==> src/inc/ohi_map.svh <==
// Purpose: offsets, field positions, reset values and timing counts
// Assumes: 20 MHz system clock
// Notes: overhead positions are zero-based row and column indices
`ifndef OHI_MAP_SVH
`define OHI_MAP_SVH
`define OHI_CLK_NS 50
`define OHI_USER_BIT_NS 15625
`define OHI_DCC_BIT_NS 1736
`define OHI_VC3_COLS 9'd87
`define OHI_VC4_COLS 9'd261
`define OHI_J0_COL_STM0 4'd2
`define OHI_J0_COL_STM1 4'd6
`define OHI_POH_J1 4'd0
`define OHI_POH_B3 4'd1
`define OHI_POH_C2 4'd2
`define OHI_POH_G1 4'd3
`define OHI_POH_F2 4'd4
`define OHI_POH_F3 4'd6
`define OHI_POH_K3 4'd7
`define OHI_POH_NONE 4'd9
`define OHI_ROW_K 4'd4
`define OHI_ROW_D_FIRST 4'd5
`define OHI_ROW_D_LAST 4'd7
`define OHI_ROW_S1 4'd8
`define OHI_COL_K1 4'd1
`define OHI_COL_K2 4'd2
`define OHI_COL_S1 4'd0
`define OHI_SER_K1 4'd0
`define OHI_SER_K2 4'd1
`define OHI_SER_S1 4'd2
`define OHI_K2_RDI 3'b110
`define OHI_K2_OK 3'b000
`define OHI_PAR_ODD 1'b1
`define OHI_TRACE_LAST16 6'd15
`define OHI_TRACE_LAST64 6'd63
`define OHI_CFG_RST '0
`endif

==> src/inc/ohi_pkg.sv <==
// Purpose: types shared by the transmit overhead inserter
// Assumes: nothing beyond the map header
// Notes: every source select resets to zero, meaning register source, or the serial channel for F2/F3 and DCC
`default_nettype none
package ohi_pkg;
	typedef struct packed {
		logic stm1;
		logic j1_len64;
		logic j1_src_ser;
		logic c2_src_ser;
		logic g1_src_ser;
		logic g1_auto;
		logic k3_src_ser;
		logic b3_inv;
		logic uneq_en;
		logic fch_src_rx;
		logic k_src_ser;
		logic k2_auto;
		logic dcc_src_rx;
		logic s1_src_ser;
		logic protect_master;
	} ohi_cfg_s;
	typedef struct packed {
		logic [7:0] c2;
		logic [7:0] g1;
		logic [7:0] k3;
		logic [7:0] k1;
		logic [7:0] k2;
		logic [7:0] s1;
	} ohi_ohreg_s;
	typedef struct packed {
		logic [7:0] f2;
		logic [7:0] f3;
		logic [7:0] dcc;
		logic [3:0] rei;
		logic rdi;
		logic ms_rdi;
	} ohi_rx_s;
	typedef struct packed {
		logic [7:0] data;
		logic frm;
		logic pay;
		logic [3:0] row;
		logic [3:0] col;
		logic ok;
	} ohi_byte_s;
endpackage : ohi_pkg
`default_nettype wire

==> src/logic/ohi_chan.sv <==
// Purpose: serial channel with self made bit clock and byte sync
// Assumes: bit input already synchronised to clock
// Notes: bit taken at bit clock rising edge, msb first
`timescale 1ns/10ps
`default_nettype none
module ohi_chan #(
	parameter int HALF = 156
) (
	input wire logic clock,
	input wire logic rst_n,
	input wire logic bit_in,
	output logic bit_clk,
	output logic byte_sync,
	output logic [7:0] byte_q
);
	localparam logic [8:0] LAST = 9'(HALF - 1);
	logic [8:0] cnt_q;
	logic clk_q;
	logic sync_q;
	logic [2:0] bitn_q;
	logic [6:0] sh_q;
	wire tick = cnt_q == LAST;
	wire rise = tick & ~clk_q;

	// divider and shifter; sync spans bit 0 of each byte
	always_ff @(posedge clock)
	begin
		if (!rst_n)
		begin
			cnt_q <= '0;
			clk_q <= 1'b0;
			sync_q <= 1'b0;
			bitn_q <= '0;
			sh_q <= '0;
			byte_q <= '0;
		end
		else
		begin
			cnt_q <= tick ? 9'd0 : cnt_q + 9'd1;
			if (tick)
				clk_q <= ~clk_q;
			if (rise)
			begin
				sh_q <= {sh_q[5:0], bit_in};
				bitn_q <= bitn_q + 3'd1;
				sync_q <= bitn_q == 3'd7;
				if (bitn_q == 3'd7)
					byte_q <= {sh_q, bit_in};
			end
		end
	end

	assign bit_clk = clk_q;
	assign byte_sync = sync_q;
endmodule : ohi_chan
`default_nettype wire

==> src/logic/ohi_deser.sv <==
// Purpose: serial overhead input gathered into bytes indexed from sync
// Assumes: one bit per strobe, msb first, sync on bit 0 of byte 0
// Notes: holds the last sixteen bytes of the frame for insertion
`timescale 1ns/10ps
`default_nettype none
module ohi_deser (
	input wire logic clock,
	input wire logic rst_n,
	input wire logic stb,
	input wire logic sync,
	input wire logic bit_in,
	input wire logic [3:0] rd_idx,
	output logic [7:0] rd_byte
);
	logic [6:0] sh_q;
	logic [2:0] bitn_q;
	logic [3:0] idx_q;
	logic [7:0] mem [16];
	wire [2:0] bitn = sync ? 3'd0 : bitn_q;
	wire [3:0] idx = sync ? 4'd0 : idx_q;

	// shift and count; sync restarts byte zero
	always_ff @(posedge clock)
	begin
		if (!rst_n)
		begin
			sh_q <= '0;
			bitn_q <= '0;
			idx_q <= '0;
		end
		else if (stb)
		begin
			sh_q <= {sh_q[5:0], bit_in};
			bitn_q <= bitn + 3'd1;
			if (bitn == 3'd7)
				idx_q <= idx + 4'd1;
			else
				idx_q <= idx;
		end
	end

	// storage holds no reset; stale bytes only until first frame
	always_ff @(posedge clock)
	begin
		if (stb && bitn == 3'd7)
			mem[idx] <= {sh_q, bit_in};
	end

	assign rd_byte = mem[rd_idx];
endmodule : ohi_deser
`default_nettype wire

==> src/logic/ohi_tx_inserter.sv <==
// Purpose: transmit path, path overhead, adaptation, section overhead
// Assumes: bus data changes on the falling bus clock edge
// Notes: bus clock is sampled, so it must stay below a quarter of clock
`timescale 1ns/10ps
`default_nettype none
`include "ohi_map.svh"
// Contract
// - byte data with clock, marker, payload active
// - parity checked on every bus byte
// - J1 trace repeats 16 or 64 bytes
// - B3 computed and inserted, optional inversion
// - C2 from register or serial input
// - G1 from register, serial, or receive side
// - F2/F3 from serial channels or receive side
// - K3 from register or serial input
// - unequipped payload replaces data when enabled
// - pointer re-timing counts positive, negative events
// - protection master forwards adapted stream
// - section overhead follows path overhead, adaptation
// - K1/K2 from register or serial input
// - automatic remote defect overrides K2 low bits
// - D4-D12 from 576 KHz serial or received
// - S1 from register or serial input
// - master drives protection clock, times section serial
// - master drives frame pulse at J0
module ohi_tx_inserter (
	input wire logic clock,
	input wire logic rst_n,
	input wire logic [7:0] tx_bus_data,
	input wire logic tx_bus_clock,
	input wire logic tx_bus_frame_marker,
	input wire logic tx_bus_payload_active,
	input wire logic tx_bus_parity,
	input wire ohi_pkg::ohi_cfg_s cfg,
	input wire ohi_pkg::ohi_ohreg_s oh_regs,
	input wire ohi_pkg::ohi_rx_s rx,
	input wire logic trace_wr_en,
	input wire logic [5:0] trace_wr_addr,
	input wire logic [7:0] trace_wr_data,
	input wire logic path_oh_serial_in,
	input wire logic path_user_channel1_in,
	input wire logic path_user_channel2_in,
	output logic path_user_bit_clock,
	output logic path_user_byte_sync,
	input wire logic section_oh_serial_in,
	input wire logic mux_dcc_serial_in,
	output logic mux_dcc_clock,
	input wire logic [7:0] protect_tx_data_in,
	output logic [7:0] protect_tx_data,
	output logic protect_tx_data_oe,
	input wire logic protect_tx_frame_pulse_in,
	output logic protect_tx_frame_pulse,
	output logic protect_tx_frame_pulse_oe,
	output logic protect_tx_clock_out,
	output logic [7:0] out_data,
	output logic out_frame,
	output logic out_payload,
	output logic out_valid,
	output logic parity_error,
	output logic [15:0] pj_pos_count,
	output logic [15:0] pj_neg_count
);
	import ohi_pkg::*;

	localparam int USER_HALF = `OHI_USER_BIT_NS / (2 * `OHI_CLK_NS);
	localparam int DCC_HALF = `OHI_DCC_BIT_NS / (2 * `OHI_CLK_NS);

	ohi_cfg_s cfg_q;
	logic clk_s1_q, clk_s2_q, clk_s3_q;
	logic [10:0] bus_s1_q, bus_s2_q;
	logic [4:0] ser_s1_q, ser_s2_q;
	logic pay_prev_q;
	logic [3:0] row_q, col_q, poh_idx_q;
	logic [8:0] pay_cnt_q;
	logic [5:0] trace_ptr_q;
	logic [7:0] trace_mem [64];
	logic [7:0] acc_q, bip_q;
	ohi_byte_s s1_q, s2_q;
	logic s1_vld_q, s2_vld_q;
	logic [11:0] off_q, last_off_q;
	logic have_off_q;
	logic par_err_q;
	logic [7:0] out_data_q;
	logic out_frame_q, out_pay_q, out_vld_q;
	logic [15:0] pos_q, neg_q;
	logic [7:0] path_ser_byte, sect_ser_byte;
	logic [7:0] f2_byte, f3_byte, dcc_byte;

	// latched controls give the defined reset state
	always_ff @(posedge clock)
	begin
		if (!rst_n)
			cfg_q <= `OHI_CFG_RST;
		else
			cfg_q <= cfg;
	end

	// two flops on every pin from the bus and serial inputs
	always_ff @(posedge clock)
	begin
		if (!rst_n)
		begin
			{clk_s1_q, clk_s2_q, clk_s3_q} <= '0;
			{bus_s1_q, bus_s2_q} <= '0;
			{ser_s1_q, ser_s2_q} <= '0;
		end
		else
		begin
			clk_s1_q <= tx_bus_clock;
			clk_s2_q <= clk_s1_q;
			clk_s3_q <= clk_s2_q;
			bus_s1_q <= {tx_bus_data, tx_bus_parity, tx_bus_frame_marker,
				tx_bus_payload_active};
			bus_s2_q <= bus_s1_q;
			// user channel pins are asynchronous too, so they ride along
			ser_s1_q <= {path_user_channel1_in, path_user_channel2_in,
				path_oh_serial_in, section_oh_serial_in, mux_dcc_serial_in};
			ser_s2_q <= ser_s1_q;
		end
	end

	// byte strobe on the sampled bus clock rising edge
	wire stb = clk_s2_q & ~clk_s3_q;
	wire [7:0] in_data = bus_s2_q[10:3];
	wire in_par = bus_s2_q[2];
	wire in_frm = bus_s2_q[1];
	wire in_pay = bus_s2_q[0];
	wire is_j0 = in_frm & ~in_pay;
	wire is_j1 = in_frm & in_pay;
	wire par_bad = (^{in_data, in_par}) != `OHI_PAR_ODD;

	// position in the frame: section rows and overhead columns
	wire new_row = ~in_pay & pay_prev_q;
	wire [3:0] j0_col = cfg_q.stm1 ? `OHI_J0_COL_STM1 : `OHI_J0_COL_STM0;
	wire [3:0] cur_col = is_j0 ? j0_col : (new_row ? 4'd0 : col_q);
	wire [3:0] cur_row = is_j0 ? 4'd0 : (new_row ? row_q + 4'd1 : row_q);
	wire [3:0] oh_col = cfg_q.stm1 ? cur_col / 4'd3 : cur_col;
	wire oh_ok = ~cfg_q.stm1 | (cur_col % 4'd3 == 4'd0);

	// path overhead column recurs every vc row of payload bytes
	wire [8:0] vc_cols = cfg_q.stm1 ? `OHI_VC4_COLS : `OHI_VC3_COLS;
	wire [3:0] poh_slot = is_j1 ? `OHI_POH_J1 :
		(in_pay && pay_cnt_q == 9'd0) ? poh_idx_q : `OHI_POH_NONE;
	wire [5:0] trace_last = cfg_q.j1_len64 ? `OHI_TRACE_LAST64 :
		`OHI_TRACE_LAST16;

	// path overhead byte sources
	wire [7:0] j1_byte = cfg_q.j1_src_ser ? path_ser_byte :
		trace_mem[trace_ptr_q];
	wire [7:0] b3_byte = bip_q ^ {8{cfg_q.b3_inv}};
	wire [7:0] c2_byte = cfg_q.c2_src_ser ? path_ser_byte :
		oh_regs.c2;
	wire [7:0] g1_byte = cfg_q.g1_auto ? {rx.rei, rx.rdi, oh_regs.g1[2:0]} :
		(cfg_q.g1_src_ser ? path_ser_byte : oh_regs.g1);
	wire [7:0] f2_ins = cfg_q.fch_src_rx ? rx.f2 : f2_byte;
	wire [7:0] f3_ins = cfg_q.fch_src_rx ? rx.f3 : f3_byte;
	wire [7:0] k3_byte = cfg_q.k3_src_ser ? path_ser_byte :
		oh_regs.k3;
	wire [7:0] poh_ins = (poh_slot == `OHI_POH_J1) ? j1_byte :
		(poh_slot == `OHI_POH_B3) ? b3_byte :
		(poh_slot == `OHI_POH_C2) ? c2_byte :
		(poh_slot == `OHI_POH_G1) ? g1_byte :
		(poh_slot == `OHI_POH_F2) ? f2_ins :
		(poh_slot == `OHI_POH_F3) ? f3_ins :
		(poh_slot == `OHI_POH_K3) ? k3_byte : in_data;
	// unequipped zeroes the payload but keeps the overhead just built
	wire [7:0] s0_data = (cfg_q.uneq_en && in_pay &&
		poh_slot == `OHI_POH_NONE) ? 8'h00 : poh_ins;

	// frame position counters, advanced once per bus byte
	always_ff @(posedge clock)
	begin
		if (!rst_n)
		begin
			pay_prev_q <= 1'b0;
			row_q <= '0;
			col_q <= '0;
			pay_cnt_q <= 9'd1;
			poh_idx_q <= `OHI_POH_NONE;
		end
		else if (stb)
		begin
			pay_prev_q <= in_pay;
			if (!in_pay)
			begin
				row_q <= cur_row;
				col_q <= cur_col + 4'd1;
			end
			else if (is_j1)
			begin
				pay_cnt_q <= 9'd1;
				poh_idx_q <= `OHI_POH_J1;
			end
			else if (pay_cnt_q == vc_cols - 9'd1)
			begin
				pay_cnt_q <= 9'd0;
				if (poh_idx_q != `OHI_POH_NONE)
					poh_idx_q <= poh_idx_q + 4'd1;
			end
			else
				pay_cnt_q <= pay_cnt_q + 9'd1;
		end
	end

	// trace string pointer and running path parity
	always_ff @(posedge clock)
	begin
		if (!rst_n)
		begin
			trace_ptr_q <= '0;
			acc_q <= '0;
			bip_q <= '0;
			par_err_q <= 1'b0;
		end
		else
		begin
			par_err_q <= stb & par_bad;
			if (stb && is_j1)
				trace_ptr_q <= (trace_ptr_q >= trace_last) ? 6'd0 :
					trace_ptr_q + 6'd1;
			if (stb && is_j1)
			begin
				bip_q <= acc_q;
				acc_q <= s0_data;
			end
			else if (stb && in_pay)
				acc_q <= acc_q ^ s0_data;
		end
	end

	// trace storage written by software; index 0 is the check byte
	always_ff @(posedge clock)
	begin
		if (trace_wr_en)
			trace_mem[trace_wr_addr] <= trace_wr_data;
	end

	// pipeline: path stage, adaptation stage, section stage
	always_ff @(posedge clock)
	begin
		if (!rst_n)
		begin
			s1_q <= '0;
			s2_q <= '0;
			s1_vld_q <= 1'b0;
			s2_vld_q <= 1'b0;
		end
		else
		begin
			s1_vld_q <= stb;
			s2_vld_q <= s1_vld_q;
			if (stb)
				s1_q <= '{data: s0_data, frm: in_frm, pay: in_pay,
					row: cur_row, col: oh_col, ok: oh_ok};
			if (s1_vld_q)
				s2_q <= s1_q;
		end
	end

	// justification seen as the J1 offset from J0 moving
	wire s1_j0 = s1_q.frm & ~s1_q.pay;
	wire s1_j1 = s1_q.frm & s1_q.pay;
	always_ff @(posedge clock)
	begin
		if (!rst_n)
		begin
			off_q <= '0;
			last_off_q <= '0;
			have_off_q <= 1'b0;
			pos_q <= '0;
			neg_q <= '0;
		end
		else if (s1_vld_q)
		begin
			off_q <= s1_j0 ? 12'd1 : off_q + 12'd1;
			if (s1_j1)
			begin
				last_off_q <= off_q;
				have_off_q <= 1'b1;
				if (have_off_q && off_q > last_off_q)
					pos_q <= pos_q + 16'd1;
				if (have_off_q && off_q < last_off_q)
					neg_q <= neg_q + 16'd1;
			end
		end
	end

	// section overhead slots on the adapted stream
	wire ms_oh = ~s2_q.pay & s2_q.ok;
	wire k1_hit = ms_oh && s2_q.row == `OHI_ROW_K && s2_q.col == `OHI_COL_K1;
	wire k2_hit = ms_oh && s2_q.row == `OHI_ROW_K && s2_q.col == `OHI_COL_K2;
	wire d_hit = ms_oh && s2_q.row >= `OHI_ROW_D_FIRST &&
		s2_q.row <= `OHI_ROW_D_LAST;
	wire s1_hit = ms_oh && s2_q.row == `OHI_ROW_S1 &&
		s2_q.col == `OHI_COL_S1;
	wire [3:0] sect_idx = k1_hit ? `OHI_SER_K1 :
		(k2_hit ? `OHI_SER_K2 : `OHI_SER_S1);
	wire [7:0] k1_byte = cfg_q.k_src_ser ? sect_ser_byte :
		oh_regs.k1;
	wire [7:0] k2_src = cfg_q.k_src_ser ? sect_ser_byte :
		oh_regs.k2;
	wire [2:0] k2_low = cfg_q.k2_auto ?
		(rx.ms_rdi ? `OHI_K2_RDI : `OHI_K2_OK) : k2_src[2:0];
	wire [7:0] d_byte = cfg_q.dcc_src_rx ? rx.dcc : dcc_byte;
	wire [7:0] s1_byte = cfg_q.s1_src_ser ? sect_ser_byte :
		oh_regs.s1;
	wire [7:0] ms_data = k1_hit ? k1_byte :
		k2_hit ? {k2_src[7:3], k2_low} :
		d_hit ? d_byte :
		s1_hit ? s1_byte : s2_q.data;

	// output register, loaded only after the two earlier stages
	always_ff @(posedge clock)
	begin
		if (!rst_n)
		begin
			out_data_q <= '0;
			out_frame_q <= 1'b0;
			out_pay_q <= 1'b0;
			out_vld_q <= 1'b0;
		end
		else
		begin
			out_vld_q <= s2_vld_q;
			if (s2_vld_q)
			begin
				out_data_q <= ms_data;
				out_frame_q <= s2_q.frm;
				out_pay_q <= s2_q.pay;
			end
		end
	end

	// serial overhead feeds, bit per bus byte, timed like the port clock
	ohi_deser u_path_ser (
		.clock(clock),
		.rst_n(rst_n),
		.stb(stb),
		.sync(is_j1),
		.bit_in(ser_s2_q[2]),
		.rd_idx(poh_slot),
		.rd_byte(path_ser_byte)
	);
	ohi_deser u_sect_ser (
		.clock(clock),
		.rst_n(rst_n),
		.stb(stb),
		.sync(is_j0),
		.bit_in(ser_s2_q[1]),
		.rd_idx(sect_idx),
		.rd_byte(sect_ser_byte)
	);

	// user channels share the first instance's clock and sync
	ohi_chan #(.HALF(USER_HALF)) u_f2 (
		.clock(clock),
		.rst_n(rst_n),
		.bit_in(ser_s2_q[4]),
		.bit_clk(path_user_bit_clock),
		.byte_sync(path_user_byte_sync),
		.byte_q(f2_byte)
	);
	ohi_chan #(.HALF(USER_HALF)) u_f3 (
		.clock(clock),
		.rst_n(rst_n),
		.bit_in(ser_s2_q[3]),
		.bit_clk(),
		.byte_sync(),
		.byte_q(f3_byte)
	);
	ohi_chan #(.HALF(DCC_HALF)) u_dcc (
		.clock(clock),
		.rst_n(rst_n),
		.bit_in(ser_s2_q[0]),
		.bit_clk(mux_dcc_clock),
		.byte_sync(),
		.byte_q(dcc_byte)
	);

	// protection port: adapted stream before section overhead
	assign protect_tx_data = s2_q.data;
	assign protect_tx_data_oe = cfg_q.protect_master;
	assign protect_tx_frame_pulse = s2_q.frm & ~s2_q.pay;
	assign protect_tx_frame_pulse_oe = cfg_q.protect_master;
	// clock follows the bus byte rate; slave inputs are unused here
	assign protect_tx_clock_out = clk_s3_q & cfg_q.protect_master;

	assign out_data = out_data_q;
	assign out_frame = out_frame_q;
	assign out_payload = out_pay_q;
	assign out_valid = out_vld_q;
	assign parity_error = par_err_q;
	assign pj_pos_count = pos_q;
	assign pj_neg_count = neg_q;
endmodule : ohi_tx_inserter
`default_nettype wire

==> config.mk <==
export PLATFORM = sky130hd
export DESIGN_NAME = ohi_tx_inserter
export DESIGN_NICKNAME = d
export VERILOG_FILES = /design/src/inc/ohi_pkg.sv /design/src/logic/ohi_chan.sv /design/src/logic/ohi_deser.sv /design/src/logic/ohi_tx_inserter.sv
export VERILOG_INCLUDE_DIRS = /design/src /design/src/inc
export SDC_FILE = /design/constraint.sdc
export NUM_CORES = 1
export LEC_CHECK = 0
export BUFFER_PORTS_ARGS = -buffer_cell sky130_fd_sc_hd__buf_2
export CAP_MARGIN = 20
export CORE_MARGIN = 1
export CORE_UTILIZATION = 25
export CTS_CLUSTER_DIAMETER = 200
export CTS_CLUSTER_SIZE = 30
export DETAILED_ROUTE_END_ITERATION = 6
export PLACE_DENSITY = 0.38
export RECOVER_POWER = 25
export SLEW_MARGIN = 10
export SYNTH_ARGS = -nofsm -noshare
export SYNTH_HDL_FRONTEND = slang
export SYNTH_HIERARCHICAL = 1
export SYNTH_SLANG_ARGS = --single-unit
==> constraint.sdc <==
create_clock -name clock -period 3.3 [get_ports clock]
set_input_delay 0.165 -clock clock [delete_from_list [all_inputs] [get_ports clock]]
set_output_delay 0.165 -clock clock [all_outputs]
set_load 0.1 [all_outputs]
==> results.json, run 1 <==
{
  "syn_area_per_cell_um2": 14.59,
  "hpwl_mm": 93.40,
  "firstDrtPassIters": 5,
  "cpMaxStageDelayCell": "mux4_2",
  "core_area_um2": 178800,
  "clk_path_buf_depth": 3,
  "cts_sinks": 1089,
  "drc_errors": 0,
  "setup_violations": 16,
  "htreeDepth": 2,
  "regArea_um2": 29510,
  "grt_pass1_vias": 26710,
  "maxSlewViolCount": 314,
  "power_density_nw_per_um2": 424.9,
  "status": "finished, violations left",
  "swShare_pct": 22.16,
  "io_pins": 195,
  "post-place-ws_ns": -0.9106,
  "n_fill_cell": 18100,
  "power_leakage_nw": 17.27,
  "antenna_found_initial": 9,
  "die_y_um": 426.9,
  "p_sw_w": 0.004971,
  "max-slew-margin-rel_pct": -65.09,
  "cts_tree": "yes",
  "seqPwrFrac_pct": 65.7,
  "worstMarginPinSlew_ns": 2.476,
  "fin_nets": 3689,
  "clkPwrFrac_pct": 30.5,
  "port_buffers": 185,
  "num_vias": 26540,
  "hold_violations": 0,
  "final_area_um2": 52810,
  "track_usage_pct": 14.28,
  "path_clk_slew_ns": 0.13,
  "hp-class": "input pin to flop",
  "numCtsBuffers": 42,
  "die_x_um": 426.9,
  "worst-path-max-fanout": 6,
  "rows": 155,
  "worst_ep_required_time_ns": 3.84,
  "grt_pass1_wl_mm": 191.8,
  "die-area_um2": 182300,
  "path_cells": "or3_4 -> nor3_4 -> buf_6 -> buf_12 -> a21oi_4 -> buf_6 -> mux4_2 -> a22oi_2 -> nand2_2 -> mux2i_1 -> mux2i_1 -> mux2_4 -> or3_1 -> a21oi_2 -> o211ai_1 -> mux2i_1 -> a21oi_1",
  "skew_ns": 0.04477,
  "start_kind": "flop",
  "fin_util_pct": 29.54,
  "drive_gt1_share_pct": 22.33,
  "areaGrowthSynthToFinish_pct": 17.00,
  "multi_input_area_um2": 14950,
  "drtIter0Drc": 1507,
  "arrival_ns": 4.22,
  "setup_ws_ns": -0.3881,
  "clock_latency_ns": 0.66,
  "fin_crit_sh_pct": 111.8,
  "cts_root_buffer": "clkbuf_16",
  "ys_warn_count": 6,
  "cp-end-kind": "flop",
  "max_stage_delay_ns": 0.43,
  "internal_power_w": 0.01747,
  "peakVddDrop_mv": 0.2945,
  "rsz0062_at_grt": "true",
  "avgRoutedWirePerCell_um": 22.55,
  "placed_area_um2": 50510,
  "path_class": "flop to flop",
  "grt_max_degree": 102,
  "overflow": 0,
  "comb_power_share_pct": 3.8,
  "failed_checks": "max-capacitance violations, max-slew violations, negative setup slack",
  "maxCapViolCount": 8,
  "rrSetupSlack_ns": -0.39,
  "start_util_pct": 25.24,
  "fmax_mhz": 271.1,
  "syn-cell-area_um2": 45140,
  "antenna_left": 0,
  "synthCells": 3094,
  "routed_wl_mm": 133.0,
  "globalplace.congestion": 0.8175,
  "crit_top_cell": "mux2i_1",
  "vias_per_cell": 4.500,
  "layout_min_cycle_time_ns": 3.688
}
-- layout by cell type (no fill, tap or decap), drive strengths merged, types with 59 or more instances in the layout --
cell / n
mux2i: 247
nand2: 246
dfxtp: 321
clkbuf: 88
o21ai: 77
buf: 476
a21oi: 89
a22oi: 69
and2: 59
edfxtp: 768
nor2: 250
mux4: 173
-- worst max-delay path, delay by kind of cell, from the launching register on --
family,cells,cell delay (ns)
flops,1,0.34
compound gates,5,0.66
buf+inv,3,0.41
mux,5,1.14
simple gates,4,1.02
-- timing repair --
item                                   in CTS  in global routing
setup endpoints to repair                  24                 29
buffers inserted                           14                 17
resized for setup                          60                 46
endpoints found under the hold margin      60                  0
pin swaps                                  35                 49
hold buffers                               48                  0
cloned                                      2                  0
-- cell type report --
class,count,share of cell area (%)
diodes,4,0.01895
clock buffers,69,2.222
clock inverters,2,0.07344
inverters,46,0.3317
multi-input cells,1789,28.30
flip-flops and latches,1089,55.87
well taps,2355,5.579
repair buffers,543,7.603
-- stage by stage --
step	instances	TNS [ns]	hold WS [ns]	power [W]
2_1_floorplan	3101	-0.02457	0.2639	0.01538
3_3_place_gp	5740	-11.15	0.3716	0.01586
3_5_place_dp	5741	-12.60	0.3752	0.01586
4_1_cts	5876	-4.937	0.006890	0.02286
5_1_grt	5893	-7.179	0.07080	0.02325
6_report	5897	-4.007	0.05651	0.02244
-- final timing paths --
kind	start	end	depth (start not counted)
hold / removal	rx[6]	out_data[0]$_SDFFE_PN0P_	5
setup / recovery	pay_cnt_q[3]$_SDFFE_PN0P_	acc_q[2]$_SDFFE_PN0P_	17
hold reg to reg	bus_s1_q[4]$_SDFF_PN0_	bus_s2_q[4]$_SDFF_PN0_	1
setup reg to reg	pay_cnt_q[3]$_SDFFE_PN0P_	acc_q[2]$_SDFFE_PN0P_	17
-- registers in the layout, summed over array words and instances, names as in the netlist, 11 cells and up, named ones only --
signal and flops:
s2_q 11, bus_s2_q 11, s1_q 19, pj_neg_count 16
off_q 12, last_off_q 12, cfg_q 14, trace_mem 512
u_sect_ser/mem 128, u_path_ser/mem 128, bus_s1_q 11, pj_pos_count 16
-- power by group through the flow --
stage / Sequential (W) / Combinational [W] / Clock, W
after floorplan: 0.0150 / 0.000383 / 0
after global placement: 0.0150 / 0.000824 / 0
after detailed placement: 0.0150 / 0.000826 / 0
after CTS: 0.0147 / 0.000884 / 0.00725
after global routing: 0.0147 / 0.000933 / 0.00757
final: 0.0147 / 0.000856 / 0.00685
-- routing by layer --
metal	global-route usage [%]	share of wire, %	up-vias
li1	-	-	12540
met1	18.13	43	13520
met2	25.81	51	377
met3	1.226	2.4	106
met4	3.827	2.7	0
met5	0	0	-
No activity file was read; power rests on OpenSTA's default activity.
==> run 2: changes to the inputs <==
TNS_END_PERCENT = 10   (was not set)
==> run 2 against run 1 <==
  * The flow still finishes with violations (max-capacitance violations, max-slew violations, negative setup slack)
  * Hold slack improved by 0.00081 ns
  * Utilization decreased by 0.17 points
  * Power about the same
  * Critical endpoint unchanged
  * Global-route usage decreased by 0.11 points
  * Die area unchanged
  * Wire length decreased by 1.4%
  * Sequential power about the same
  * Worst setup slack improved by 0.035 ns
  * Count of clock-buffer cells in the layout unchanged
  * Non-clock buffer count decreased by 10
  * Final cell count decreased by 0.22%
  * Critical path depth increased by 1
  * Critical path type unchanged
==> results.json, run 2 (same netlist as run 1, synthesis figures left out) <==
{
  "status": "finished, violations left",
  "failed_checks": "max-capacitance violations, max-slew violations, negative setup slack",
  "overflow": 0,
  "avgRoutedWirePerCell_um": 22.30,
  "rsz0062_at_grt": "true",
  "die_y_um": 426.9,
  "drc_errors": 0,
  "core_area_um2": 178800,
  "total_power_w": 0.02245,
  "clk_path_buf_depth": 3,
  "fin_nets": 3678,
  "drive_gt1_share_pct": 21.58,
  "setup_ws_ns": -0.3527,
  "skew_ns": 0.05435,
  "htreeDepth": 2,
  "vias_per_cell": 4.516,
  "fin_util_pct": 29.37,
  "hold_violations": 0,
  "path_clk_slew_ns": 0.13,
  "worst_ep_required_time_ns": 3.84,
  "regArea_um2": 29500,
  "grt_pass1_wl_mm": 191.2,
  "peakVddDrop_mv": 0.3220,
  "largest_reg_flops": 512,
  "cts_sinks": 1089,
  "io_pins": 195,
  "multi_input_area_um2": 14870,
  "firstDrtPassIters": 5,
  "top_regs": "trace_mem (512), u_path_ser/mem (128), u_sect_ser/mem (128)",
  "start_kind": "flop",
  "fin_crit_sh_pct": 110.7,
  "start_util_pct": 25.24,
  "n_fill_cell": 18110,
  "power_leakage_nw": 17.13,
  "antenna_found_initial": 10,
  "final_area_um2": 52520,
  "clock_latency_ns": 0.68,
  "cts_root_buffer": "clkbuf_16",
  "areaGrowthSynthToFinish_pct": 16.34,
  "max-slew-margin-rel_pct": -56.71,
  "die-area_um2": 182300,
  "globalplace.congestion": 0.8332,
  "arrival_ns": 4.19,
  "rows": 155,
  "cp-end-kind": "flop",
  "power_density_nw_per_um2": 427.5,
  "maxCapViolCount": 9,
  "top_register": "trace_mem",
  "antenna_left": 0,
  "worstMarginPinSlew_ns": 2.351,
  "worst-path-max-fanout": 18,
  "port_buffers": 185,
  "layout_min_cycle_time_ns": 3.653,
  "hp-class": "input pin to flop",
  "grt_max_degree": 87,
  "grt_pass1_vias": 26760,
  "track_usage_pct": 14.16,
  "num_vias": 26570,
  "hpwl_mm": 92.16,
  "drtIter0Drc": 1694,
  "path_class": "flop to flop",
  "maxSlewViolCount": 289,
  "final_common_cell": "edfxtp_1",
  "cts_tree": "yes",
  "final_cell_mix": "768 x edfxtp_1, 315 x dfxtp_1, 266 x buf_4, 247 x mux2i_1, 244 x nor2_1",
  "routed_wl_mm": 131.2,
  "fmax_mhz": 273.8,
  "placed_area_um2": 50590,
  "die_x_um": 426.9,
  "hold_slack_ns": 0.05732,
  "numCtsBuffers": 42,
  "setup_violations": 16
}
run 2: critical path, stage by stage, from the launching register on:
cell and delay (ns):
dfxtp_2 0.35, inv_2 0.07, ha_4 0.15, nand4bb_4 0.13, buf_6 0.15, nor3_4 0.20, a21oi_4 0.09, buf_12 0.17
mux4_2 0.43, a22oi_2 0.25, nand2_2 0.13, mux2i_1 0.15, mux2i_1 0.08, mux2_4 0.27, or3_4 0.33, a21oi_2 0.15
o211ai_1 0.15, a22oi_1 0.18, a21oi_1 0.09
run 2: power breakdown:
group | internal (W) | switching (W)
sequential | 0.0146 | 0.0000898
clock | 0.00251 | 0.00436
combinational | 0.000314 | 0.000531
run 2: timing repair:
| item | CTS | global route |
|---|---|---|
| gates resized for setup | 35 | 34 |
| setup endpoints to repair | 33 | 41 |
| setup buffers | 2 | 3 |
| pin swaps | 14 | 21 |
| hold buffers | 51 | 0 |
| hold endpoints to repair | 99 | 0 |
run 2: cell type report:
cell class                      count  share of cell area, %
Clock inverter                      2                0.07386
Tap cell                         2355                  5.611
Timing Repair Buffer              533                  7.243
Multi-Input combinational cell   1788                  28.31
Clock buffer                       69                  2.235
Sequential cell                  1089                  56.18
Antenna cell                        2               0.009530
Inverter                           46                 0.3336
run 2: final timing paths:
| kind | start | end | slack (ns) | cells past startpoint |
|---|---|---|---|---|
| hold / removal | oh_regs[9] | out_data[1]$_SDFFE_PN0P_ | 0.06 | 7 |
| hold reg to reg | bus_s1_q[4]$_SDFF_PN0_ | bus_s2_q[4]$_SDFF_PN0_ | 0.44 | 1 |
| setup / recovery | pay_cnt_q[0]$_SDFFE_PN1P_ | acc_q[2]$_SDFFE_PN0P_ | -0.35 | 18 |
| setup reg to reg | pay_cnt_q[0]$_SDFFE_PN1P_ | acc_q[2]$_SDFFE_PN0P_ | -0.35 | 18 |
run 2: metrics by stage:
step | setup slack [ns] | std cells | setup TNS (ns)
after floorplan | -0.02594 | 3101 | -0.07645
after global placement | -0.4513 | 5754 | -5.447
after detailed placement | -0.4957 | 5754 | -6.660
after CTS | -0.3828 | 5878 | -4.161
after global routing | -0.5474 | 5883 | -7.955
final | -0.3527 | 5884 | -3.360
run 2: metal layers:
layer	vias to the layer above	global-route usage (%)	part of all wire, %
met5	-	0	0.0099
met3	138	1.350	2.6
met1	13550	18.30	44
met2	388	24.91	50
li1	12490	-	-
met4	2	4.268	3.1
